<file path="config.mk">
export PLATFORM = sky130hd
export DESIGN_NAME = pll_clock_reset_sequencer
export DESIGN_NICKNAME = d
export VERILOG_FILES = /design/src/hdl/pll_seq_pkg.sv /design/src/hdl/pll_clock_reset_sequencer.sv
export VERILOG_INCLUDE_DIRS = /design/src /design/src/hdl
export SDC_FILE = /design/constraint.sdc
export NUM_CORES = 1
export LEC_CHECK = 0
export BUFFER_PORTS_ARGS = -buffer_cell sky130_fd_sc_hd__buf_2
export CAP_MARGIN = 20
export CORE_MARGIN = 3
export CORE_UTILIZATION = 28
export CTS_BUF_LIST = sky130_fd_sc_hd__clkbuf_4 sky130_fd_sc_hd__clkbuf_8
export DETAILED_ROUTE_END_ITERATION = 8
export PLACE_DENSITY_LB_ADDON = 0.05
export SLEW_MARGIN = 20
export SYNTH_ARGS = -nofsm -noshare
export SYNTH_HDL_FRONTEND = slang
export SYNTH_SLANG_ARGS = --single-unit
</file>
<file path="constraint.sdc">
create_clock -name aclk -period 2.3 [get_ports aclk]
set_clock_uncertainty 0.05 [all_clocks]
set_input_delay 0.115 -clock aclk [delete_from_list [all_inputs] [get_ports aclk]]
set_output_delay 0.115 -clock aclk [all_outputs]
set_load 0.1 [all_outputs]
</file>
<file path="src/hdl/pll_seq_defines.svh">
// Constants of the clock and reset sequencer
// Summary of operation
// - Strap low at reset: system clock equals input
// - Default after power-up: bypass, input halved
// - Non-zero ratio write enables PLL mode
// - Ratio change allows 131072 cycles for lock
// - Maximum clock rate only with PLL in use
// - Watchdog reset pulse lasts 512 input cycles
// - Outputs valid 32 cycles after reset release
// - Output divider bits reset to one, input/8 (input/4 when strapped off)
// - Boot waits 1260 system ticks, then samples
// - Sampled boot pins choose memory or loader
// - Rerun boot timing follows current system clock
`ifndef PLL_SEQ_DEFINES_SVH
`define PLL_SEQ_DEFINES_SVH

`define OFF_RATIO       8'h00
`define OFF_XCFG        8'h04
`define OFF_STATUS      8'h08
`define OFF_CTRL        8'h0C

`define RATIO_RST       4'h0
`define XCFG_TIM_BIT    0
`define XCFG_MODE_BIT   1
`define XCFG_RST        2'h3
`define CTRL_WD_BIT     0
`define CTRL_REBOOT_BIT 1
`define BOOT_MEM_CODE   4'hF

`define RESP_OKAY       2'h0
`define RESP_DECERR     2'h3

`define WAKE_CYCLES     11'h020
`define WD_CYCLES       10'h200
`define BOOT_TICKS      11'h4EC
`define LOCK_CYCLES     131072

`endif

</file>
<file path="src/hdl/pll_seq_pkg.sv">
// Types shared by the clock and reset sequencer
`default_nettype none
package pll_seq_pkg;
  typedef enum logic [1:0] {PLL_OFF, PLL_BYPASS, PLL_ON} pll_mode_t;
  typedef enum logic [1:0] {SEQ_RESET, SEQ_WAKE, SEQ_BOOT, SEQ_RUN} seq_state_t;
endpackage
`default_nettype wire

</file>
<file path="src/hdl/pll_clock_reset_sequencer.sv">
// PLL mode control, clock output divider and reset/boot sequencing
`include "pll_seq_defines.svh"
`default_nettype none
module pll_clock_reset_sequencer #(
  parameter int unsigned LOCK_CYCLES = `LOCK_CYCLES
) (
  input  wire logic                  aclk,
  input  wire logic                  aresetn,
  input  wire logic                  awvalid,
  output logic                       awready,
  input  wire logic [7:0]            awaddr,
  input  wire logic                  wvalid,
  output logic                       wready,
  input  wire logic [31:0]           wdata,
  input  wire logic [3:0]            wstrb,
  output logic                       bvalid,
  input  wire logic                  bready,
  output logic [1:0]                 bresp,
  input  wire logic                  arvalid,
  output logic                       arready,
  input  wire logic [7:0]            araddr,
  output logic                       rvalid,
  input  wire logic                  rready,
  output logic [31:0]                rdata,
  output logic [1:0]                 rresp,
  input  wire logic                  reset_pin_n,
  output logic                       reset_pin_out,
  output logic                       reset_pin_oe,
  input  wire logic                  pll_off_strap_n,
  input  wire logic [3:0]            boot_mode_pins,
  output logic                       system_clock_tick,
  output logic                       clock_output_pin,
  output pll_seq_pkg::pll_mode_t     pll_mode,
  output logic                       pll_locked,
  output logic                       bus_valid,
  output logic                       boot_done,
  output logic                       boot_to_rom,
  output logic [3:0]                 boot_mode,
  output logic                       max_rate_ok
);
  import pll_seq_pkg::*;

  localparam logic [17:0] LOCK_N = LOCK_CYCLES[17:0];

  logic        awready_q, wready_q, bvalid_q, arready_q, rvalid_q;
  logic        aw_full_q, w_full_q;
  logic [7:0]  awaddr_q;
  logic [31:0] wdata_q;
  logic [3:0]  wstrb_q;
  logic [1:0]  bresp_q, rresp_q;
  logic [31:0] rdata_q;
  pll_mode_t   pll_mode_q;
  seq_state_t  state_q;
  logic [3:0]  ratio_q, boot_mode_q;
  logic [1:0]  xcfg_q;
  logic [17:0] lock_cnt_q;
  logic        pll_locked_q, max_rate_q;
  logic [9:0]  wd_cnt_q;
  logic        reset_pin_oe_q, reset_pin_out_q;
  logic        sys_tick_q, clk_out_q;
  logic [2:0]  co_cnt_q;
  logic [10:0] seq_cnt_q;
  logic        bus_valid_q, boot_done_q, boot_to_rom_q;

  ////////////////////////////////////////////////////////////////////////
  // Decode
  wire rst_cond  = !reset_pin_n || reset_pin_oe_q;
  wire aw_take   = awvalid && awready_q;
  wire w_take    = wvalid && wready_q;
  wire ar_take   = arvalid && arready_q;
  wire do_write  = aw_full_q && w_full_q && !bvalid_q;
  wire wa_ratio  = awaddr_q == `OFF_RATIO;
  wire wa_xcfg   = awaddr_q == `OFF_XCFG;
  wire wa_ctrl   = awaddr_q == `OFF_CTRL;
  wire wr_hit    = wa_ratio || wa_xcfg || wa_ctrl || awaddr_q == `OFF_STATUS;
  wire wr_low    = do_write && wstrb_q[0];
  // Ratio is frozen while reset runs or the PLL is strapped off
  wire wr_ratio  = wr_low && wa_ratio && !rst_cond && pll_mode_q != PLL_OFF;
  wire ratio_chg = wr_ratio && wdata_q[3:0] != ratio_q;
  wire wr_xcfg   = wr_low && wa_xcfg && !rst_cond;
  wire wr_ctrl   = wr_low && wa_ctrl;
  wire wd_start  = wr_ctrl && wdata_q[`CTRL_WD_BIT] && !reset_pin_oe_q;
  wire reboot    = wr_ctrl && wdata_q[`CTRL_REBOOT_BIT];

  wire [31:0] status_w = {20'h00000, boot_mode_q, 1'b0, max_rate_q, boot_to_rom_q,
                          boot_done_q, bus_valid_q, pll_locked_q, pll_mode_q};
  wire rd_hit = araddr == `OFF_RATIO || araddr == `OFF_XCFG ||
                araddr == `OFF_STATUS || araddr == `OFF_CTRL;
  wire [31:0] rd_word =
    (araddr == `OFF_RATIO)  ? {28'h0000000, ratio_q} :
    (araddr == `OFF_XCFG)   ? {30'h00000000, xcfg_q} :
    (araddr == `OFF_STATUS) ? status_w :
    (araddr == `OFF_CTRL)   ? {31'h00000000, reset_pin_oe_q} : 32'h00000000;

  // Clock output half period in input cycles: 2^(sysdiv+outdiv-1)
  wire [1:0] sh_w = {1'b0, pll_mode_q != PLL_OFF} + {1'b0, xcfg_q[`XCFG_TIM_BIT]} +
                    {1'b0, xcfg_q[`XCFG_MODE_BIT]};
  // Undivided output in strap-off mode is limited to input/2 here
  wire [2:0] half_w = (sh_w == 2'h3) ? 3'h4 : (sh_w == 2'h2) ? 3'h2 : 3'h1;
  wire       co_last = co_cnt_q >= half_w - 3'h1;

  ////////////////////////////////////////////////////////////////////////
  // Register bus
  always_ff @(posedge aclk) begin
    if (!aresetn) begin
      awready_q <= 1'b0;
      wready_q  <= 1'b0;
      arready_q <= 1'b0;
      aw_full_q <= 1'b0;
      w_full_q  <= 1'b0;
    end else begin
      awready_q <= awvalid && !awready_q && !aw_full_q && !bvalid_q;
      wready_q  <= wvalid && !wready_q && !w_full_q && !bvalid_q;
      arready_q <= arvalid && !arready_q && !rvalid_q;
      aw_full_q <= aw_take || (aw_full_q && !do_write);
      w_full_q  <= w_take || (w_full_q && !do_write);
    end
  end

  always_ff @(posedge aclk) begin
    if (!aresetn) begin
      awaddr_q <= 8'h00;
      wdata_q  <= 32'h00000000;
      wstrb_q  <= 4'h0;
    end else begin
      if (aw_take) begin
        awaddr_q <= {awaddr[7:2], 2'h0};
      end
      if (w_take) begin
        wdata_q <= wdata;
        wstrb_q <= wstrb;
      end
    end
  end

  always_ff @(posedge aclk) begin
    if (!aresetn) begin
      bvalid_q <= 1'b0;
      bresp_q  <= `RESP_OKAY;
      rvalid_q <= 1'b0;
      rresp_q  <= `RESP_OKAY;
      rdata_q  <= 32'h00000000;
    end else begin
      if (do_write) begin
        bvalid_q <= 1'b1;
        bresp_q  <= wr_hit ? `RESP_OKAY : `RESP_DECERR;
      end else if (bready) begin
        bvalid_q <= 1'b0;
      end
      if (ar_take) begin
        rvalid_q <= 1'b1;
        rresp_q  <= rd_hit ? `RESP_OKAY : `RESP_DECERR;
        rdata_q  <= rd_word;
      end else if (rready) begin
        rvalid_q <= 1'b0;
      end
    end
  end

  ////////////////////////////////////////////////////////////////////////
  // PLL mode, ratio and lock
  always_ff @(posedge aclk) begin
    if (!aresetn) begin
      pll_mode_q <= PLL_BYPASS;
      ratio_q    <= `RATIO_RST;
      xcfg_q     <= `XCFG_RST;
    end else if (rst_cond) begin
      pll_mode_q <= pll_off_strap_n ? PLL_BYPASS : PLL_OFF;
      ratio_q    <= `RATIO_RST;
      xcfg_q     <= `XCFG_RST;
    end else begin
      if (wr_ratio) begin
        ratio_q    <= wdata_q[3:0];
        pll_mode_q <= (wdata_q[3:0] != 4'h0) ? PLL_ON : PLL_BYPASS;
      end
      if (wr_xcfg) begin
        xcfg_q <= wdata_q[1:0];
      end
    end
  end

  always_ff @(posedge aclk) begin
    if (!aresetn || rst_cond) begin
      lock_cnt_q   <= 18'h00000;
      pll_locked_q <= 1'b0;
    end else if (ratio_chg) begin
      lock_cnt_q   <= LOCK_N;
      pll_locked_q <= 1'b0;
    end else if (lock_cnt_q != 18'h00000) begin
      lock_cnt_q   <= lock_cnt_q - 18'h00001;
      pll_locked_q <= lock_cnt_q == 18'h00001;
    end
  end

  always_ff @(posedge aclk) begin
    if (!aresetn) begin
      max_rate_q <= 1'b0;
    end else begin
      max_rate_q <= pll_mode_q == PLL_ON && pll_locked_q;
    end
  end

  ////////////////////////////////////////////////////////////////////////
  // Watchdog reset drive, open drain: pin only pulled low
  always_ff @(posedge aclk) begin
    if (!aresetn) begin
      wd_cnt_q        <= 10'h000;
      reset_pin_oe_q  <= 1'b0;
      reset_pin_out_q <= 1'b0;
    end else begin
      reset_pin_out_q <= 1'b0;
      if (wd_start) begin
        wd_cnt_q       <= `WD_CYCLES;
        reset_pin_oe_q <= 1'b1;
      end else if (reset_pin_oe_q) begin
        wd_cnt_q       <= wd_cnt_q - 10'h001;
        reset_pin_oe_q <= wd_cnt_q != 10'h001;
      end
    end
  end

  ////////////////////////////////////////////////////////////////////////
  // System clock ticks and clock output divider
  always_ff @(posedge aclk) begin
    if (!aresetn) begin
      sys_tick_q <= 1'b0;
      co_cnt_q   <= 3'h0;
      clk_out_q  <= 1'b0;
    end else begin
      // tick every cycle or every other
      sys_tick_q <= pll_mode_q == PLL_OFF || !sys_tick_q;
      // outside strap-off mode, output is system clock over one, two or four, per the xcfg_q bits
      co_cnt_q   <= co_last ? 3'h0 : co_cnt_q + 3'h1;
      clk_out_q  <= co_last ? !clk_out_q : clk_out_q;
    end
  end

  ////////////////////////////////////////////////////////////////////////
  // Reset release and boot sequence
  always_ff @(posedge aclk) begin
    if (!aresetn || rst_cond) begin
      state_q       <= SEQ_RESET;
      seq_cnt_q     <= 11'h000;
      bus_valid_q   <= 1'b0;
      boot_done_q   <= 1'b0;
      boot_to_rom_q <= 1'b0;
      boot_mode_q   <= 4'h0;
    end else begin
      case (state_q)
        SEQ_RESET: begin
          state_q   <= SEQ_WAKE;
          seq_cnt_q <= 11'h001;
        end
        SEQ_WAKE: begin
          seq_cnt_q <= seq_cnt_q + 11'h001;
          if (seq_cnt_q == `WAKE_CYCLES - 11'h001) begin
            bus_valid_q <= 1'b1;
            state_q     <= SEQ_BOOT;
            seq_cnt_q   <= 11'h000;
          end
        end
        SEQ_BOOT: begin
          if (sys_tick_q) begin
            seq_cnt_q <= seq_cnt_q + 11'h001;
            if (seq_cnt_q == `BOOT_TICKS - 11'h001) begin
              boot_mode_q   <= boot_mode_pins;
              boot_to_rom_q <= boot_mode_pins != `BOOT_MEM_CODE;
              boot_done_q   <= 1'b1;
              state_q       <= SEQ_RUN;
            end
          end
        end
        SEQ_RUN: begin
          if (reboot) begin
            state_q     <= SEQ_BOOT;
            seq_cnt_q   <= 11'h000;
            boot_done_q <= 1'b0;
          end
        end
        default: begin
          state_q <= SEQ_RESET;
        end
      endcase
    end
  end

  ////////////////////////////////////////////////////////////////////////
  // Outputs
  assign awready           = awready_q;
  assign wready            = wready_q;
  assign bvalid            = bvalid_q;
  assign bresp             = bresp_q;
  assign arready           = arready_q;
  assign rvalid            = rvalid_q;
  assign rdata             = rdata_q;
  assign rresp             = rresp_q;
  assign reset_pin_out     = reset_pin_out_q;
  assign reset_pin_oe      = reset_pin_oe_q;
  assign system_clock_tick = sys_tick_q;
  assign clock_output_pin  = clk_out_q;
  assign pll_mode          = pll_mode_q;
  assign pll_locked        = pll_locked_q;
  assign bus_valid         = bus_valid_q;
  assign boot_done         = boot_done_q;
  assign boot_to_rom       = boot_to_rom_q;
  assign boot_mode         = boot_mode_q;
  assign max_rate_ok       = max_rate_q;

  ////////////////////////////////////////////////////////////////////////
  // Checks, with helper counters
  logic [17:0] lock_age_q;
  logic [9:0]  wd_len_q;
  logic [5:0]  rel_cnt_q;
  logic [11:0] boot_cyc_q;

  always_ff @(posedge aclk) begin
    if (!aresetn) begin
      lock_age_q <= 18'h00000;
      wd_len_q   <= 10'h000;
      rel_cnt_q  <= 6'h00;
      boot_cyc_q <= 12'h000;
    end else begin
      lock_age_q <= ratio_chg ? 18'h00000 :
                    (lock_cnt_q != 18'h00000) ? lock_age_q + 18'h00001 : lock_age_q;
      wd_len_q   <= reset_pin_oe_q ? wd_len_q + 10'h001 : 10'h000;
      rel_cnt_q  <= rst_cond ? 6'h00 : (rel_cnt_q == 6'h3F) ? rel_cnt_q : rel_cnt_q + 6'h01;
      boot_cyc_q <= (state_q == SEQ_BOOT) ? boot_cyc_q + 12'h001 : 12'h000;
    end
  end
endmodule
`default_nettype wire

</file>
==> parameters.txt <==
Parameter                              Value

Logic synthesis
  Synth warn    0
  Number of register bits inferred by synthesis    95
  Area of the mapped netlist    4488 sq um
  Number of enable-type register cells in the synthesized netlist    0
  Most common flop cell mapped by yosys    sky130_fd_sc_hd__dfxtp_1
  Cells after Synth    504
  Async set-reset flop share out of synthesis    0
  Number of distinct library cells after synthesis    58
  Avg Inst Size Synth    8.905 sq um
  Sequential-to-total area share from yosys stat    0.4238

Critical path
  Slack of the worst reg-to-reg path    0.1 ns
  Critical register-to-register path endpoint    state_q[0]
  Critical path origin    awaddr_q[4]
  Cell-by-cell listing of the critical path    or4_4 -> or4_2 -> buf_4 -> a21oi_1 -> a211oi_1
  Critical path capture point type    flop
  WP data arrival    2.40 ns
  Max incr delay on CP    0.70 ns
  Class of the most critical setup path    reg -> reg
  Required time worst endpoint    2.50 ns
  RR Startpoint    awaddr_q[4]
  Max FO, Critical Path    6
  Critical-path top delay cell    sky130_fd_sc_hd__or4_2
  Cells on worst reg2reg path    5
  Worst Setup Start Kind    flop
  Setup crit end    state_q[0]

Timing
  Slew Limit Headroom    0.6519
  Part of the cycle the worst path needs    0.9571
  Final setup fails    0
  Slew at the pin closest to its max-slew limit    0.5090 ns
  Endpoints failing hold    0
  RSZ-0062 raised after global routing    false
  Final number of max-transition violations    0
  Final Critical Period    2.201 ns
  Post-route worst setup slack    0.09877 ns
  Peak Freq    454.3 MHz

Cells and area
  FF+latch area    1917 sq um
  Net count, final    675
  # diodes    0
  Area Growth Syn to Fin    21.58%
  Ratio of cells with drive above 1 in the final layout    0.2099
  Filler cells    1641
  Area used by multi-input combinational logic    2370 sq um

Global route
  Largest net degree at the start of global routing    24
  Aggregate global routing overflow    0
  Via count of the first global-routing pass    3613
  Overall routing resource usage    0.1268
  Number of antenna violations at the first check in global routing    0
  Global-route wire length before repair    18080 um

Power
  Max VDD drop    0.0005607 V
  Power after layout    0.005077 W
  P_leak    2.138 nW
  Power density over cell area    930.4 nW/um^2

Clock network
  H-tree levels    3
  Clock latency at the later pin of the worst-skew pair    0.38 ns
  CTS tree    done
  Clk pin slew, worst setup/hold paths    0.09 ns
  Number of buffers on the longest clock path    2
  Number of sinks on the clock net    95
  Num CTS Buffers    9
  Clock root cell    sky130_fd_sc_hd__clkbuf_8

Routing
  Iter 0 DRT Violations    189
  Number of nets with antenna violations after routing    0
  Remaining DRCs    0
  Total via count in the routed design    3739
  Average wire per cell in the routed design    13.36 um
  TritonRoute pass-1 iters    4
  Drt via density    4.582
  Wire length reported by the detailed router    10900 um

Die
  Die boundary width    132.6 um
  Number of I/O pins    121
  Initial core utilization    0.2909
  Area of the core    15430 sq um
  Die span in y    132.6 um
  FP Rows    45
  Die Area    17580 sq um

Placement
  Gpl congestion    0.7286
  Post-DP HPWL    7980 um
  Port-buffer cells    65
  Place WS    0.04399 ns

Status
  Outcome    finished, final reports clean

Hold path
  Type of the worst min-delay path    in -> reg

Job
  Max Cap Violations    0
cell usage in the layout (no fill, tap or decap), drive strengths merged, types with 3 or more instances in the layout:
cell | Yosys | layout
a211oi | 7 | 7
a21boi | 17 | 17
a21oi | 19 | 19
a22oi | 9 | 9
and2 | 5 | 5
and3 | 4 | 4
buf | 28 | 86
clkbuf | 13 | 13
conb | 2 | 23
dfxtp | 95 | 95
dlygate4sd3 | 0 | 19
ha | 9 | 9
inv | 13 | 13
mux2i | 15 | 15
nand2 | 39 | 39
nand2b | 6 | 6
nand3 | 24 | 24
nand3b | 4 | 4
nand4 | 4 | 4
nor2 | 62 | 62
nor2b | 12 | 12
nor3 | 12 | 12
nor3b | 5 | 5
nor4 | 11 | 11
nor4b | 4 | 4
o21ai | 12 | 12
o31ai | 4 | 4
o41ai | 4 | 4
or2 | 3 | 3
or3 | 4 | 4
or4 | 9 | 9
xnor2 | 16 | 16
xor2 | 11 | 11
worst max-delay path: cells and delay by family, from the launching register on:
kind,cells,cell delay [ns]
simple gates,2,1.31
buf+inv,1,0.17
compound gates,2,0.23
flops,1,0.32
power by group:
group / internal (W) / leakage, nW / total, W / switching [W]
registers: 0.00179 / 0.772 / 0.00191 / 0.000127
logic: 0.000864 / 1.27 / 0.00210 / 0.00123
clock network: 0.000474 / 0.0963 / 0.00107 / 0.000592
timing repair:
item | CTS | global route
resized for setup | 0 | 2
hold buffers | 19 | 0
hold endpoints to repair | 19 | 0
setup endpoints to repair | 0 | 4
setup buffers | 0 | 0
sequential cells by signal (all words and copies together), names as in the netlist, 2 cells and up:
| register | flops |
|---|---|
| ratio_q | 4 |
| co_cnt_q | 3 |
| boot_mode | 4 |
| seq_cnt_q | 11 |
| awaddr_q | 6 |
| pll_mode | 2 |
| xcfg_q | 2 |
| state_q | 2 |
| rdata | 11 |
| wdata_q | 4 |
| lock_cnt_q | 18 |
| wd_cnt_q | 10 |
per-stage QoR:
step	hold WS, ns	cell area, sq um	TNS (ns)	std cells	util
2_1_floorplan	0.2122	4598	-0.7490	525	-
3_3_place_gp	0.3316	5077	0	781	0.3291
3_5_place_dp	0.3399	5077	0	781	0.3291
4_1_cts	0.003044	5451	0	816	0.3534
5_1_grt	0.01852	5456	0	816	0.3537
6_report	0.01118	5456	0	816	0.3537
cell families (layout without fill, tap and decap cells):
group / after synthesis / after routing / share of synthesized area
other cells: 2 / 23 / 0.001673
fa+ha+maj: 10 / 10 / 0.02955
mux: 16 / 16 / 0.03847
xor+xnor: 27 / 27 / 0.05269
simple gates: 213 / 213 / 0.2520
buf+inv: 54 / 134 / 0.06914
flops: 95 / 95 / 0.4238
compound gates: 87 / 87 / 0.1327
final cells by class:
cell class | count | share of cell area
multi-input cells | 376 | 0.4343
flip-flops and latches | 95 | 0.3513
repair buffers | 105 | 0.1234
well taps | 211 | 0.04838
clock buffers | 13 | 0.03050
inverters | 13 | 0.008943
clock inverters | 3 | 0.003210
cells in the mapped netlist (12+ instances only):
cell                       count  area (sq um)
sky130_fd_sc_hd__dfxtp_1      95          1902
sky130_fd_sc_hd__nor2_1       62         232.7
sky130_fd_sc_hd__nand2_1      38         142.6
sky130_fd_sc_hd__buf_4        24         180.2
sky130_fd_sc_hd__nand3_1      24         120.1
sky130_fd_sc_hd__a21oi_1      18         90.09
sky130_fd_sc_hd__a21boi_0     17         127.6
sky130_fd_sc_hd__xnor2_1      16         140.1
sky130_fd_sc_hd__mux2i_1      15         150.1
sky130_fd_sc_hd__clkbuf_1     13         48.80
sky130_fd_sc_hd__inv_1        13         48.80
sky130_fd_sc_hd__nor2b_1      12         75.07
sky130_fd_sc_hd__nor3_1       12         60.06
sky130_fd_sc_hd__o21ai_0      12         60.06
worst min-delay path by stage:
stage | start | end | slack (ns) | depth (start not counted)
global placement | boot_mode_pins[1] | boot_mode[1] | 0.33 | 3
detailed placement | boot_mode_pins[2] | boot_mode[2] | 0.34 | 3
global route | wvalid | wready | 0.02 | 2
finish | pll_off_strap_n | pll_mode[0] | 0.01 | 3
floorplan | boot_mode_pins[0] | boot_mode[0] | 0.21 | 2
CTS | wvalid | wready | 0.003 | 2
routing by layer:
| layer | part of all wire | global-route usage | wire length [um] |
|---|---|---|---|
| met1 | 0.47 | 0.1592 | 5130 |
| met3 | 0.042 | 0.03992 | 463 |
| met2 | 0.47 | 0.2085 | 5131 |
| met5 | 0 | 0 | 0 |
| met4 | 0.016 | 0.03868 | 175 |
(Power assumes the default switching activity.)
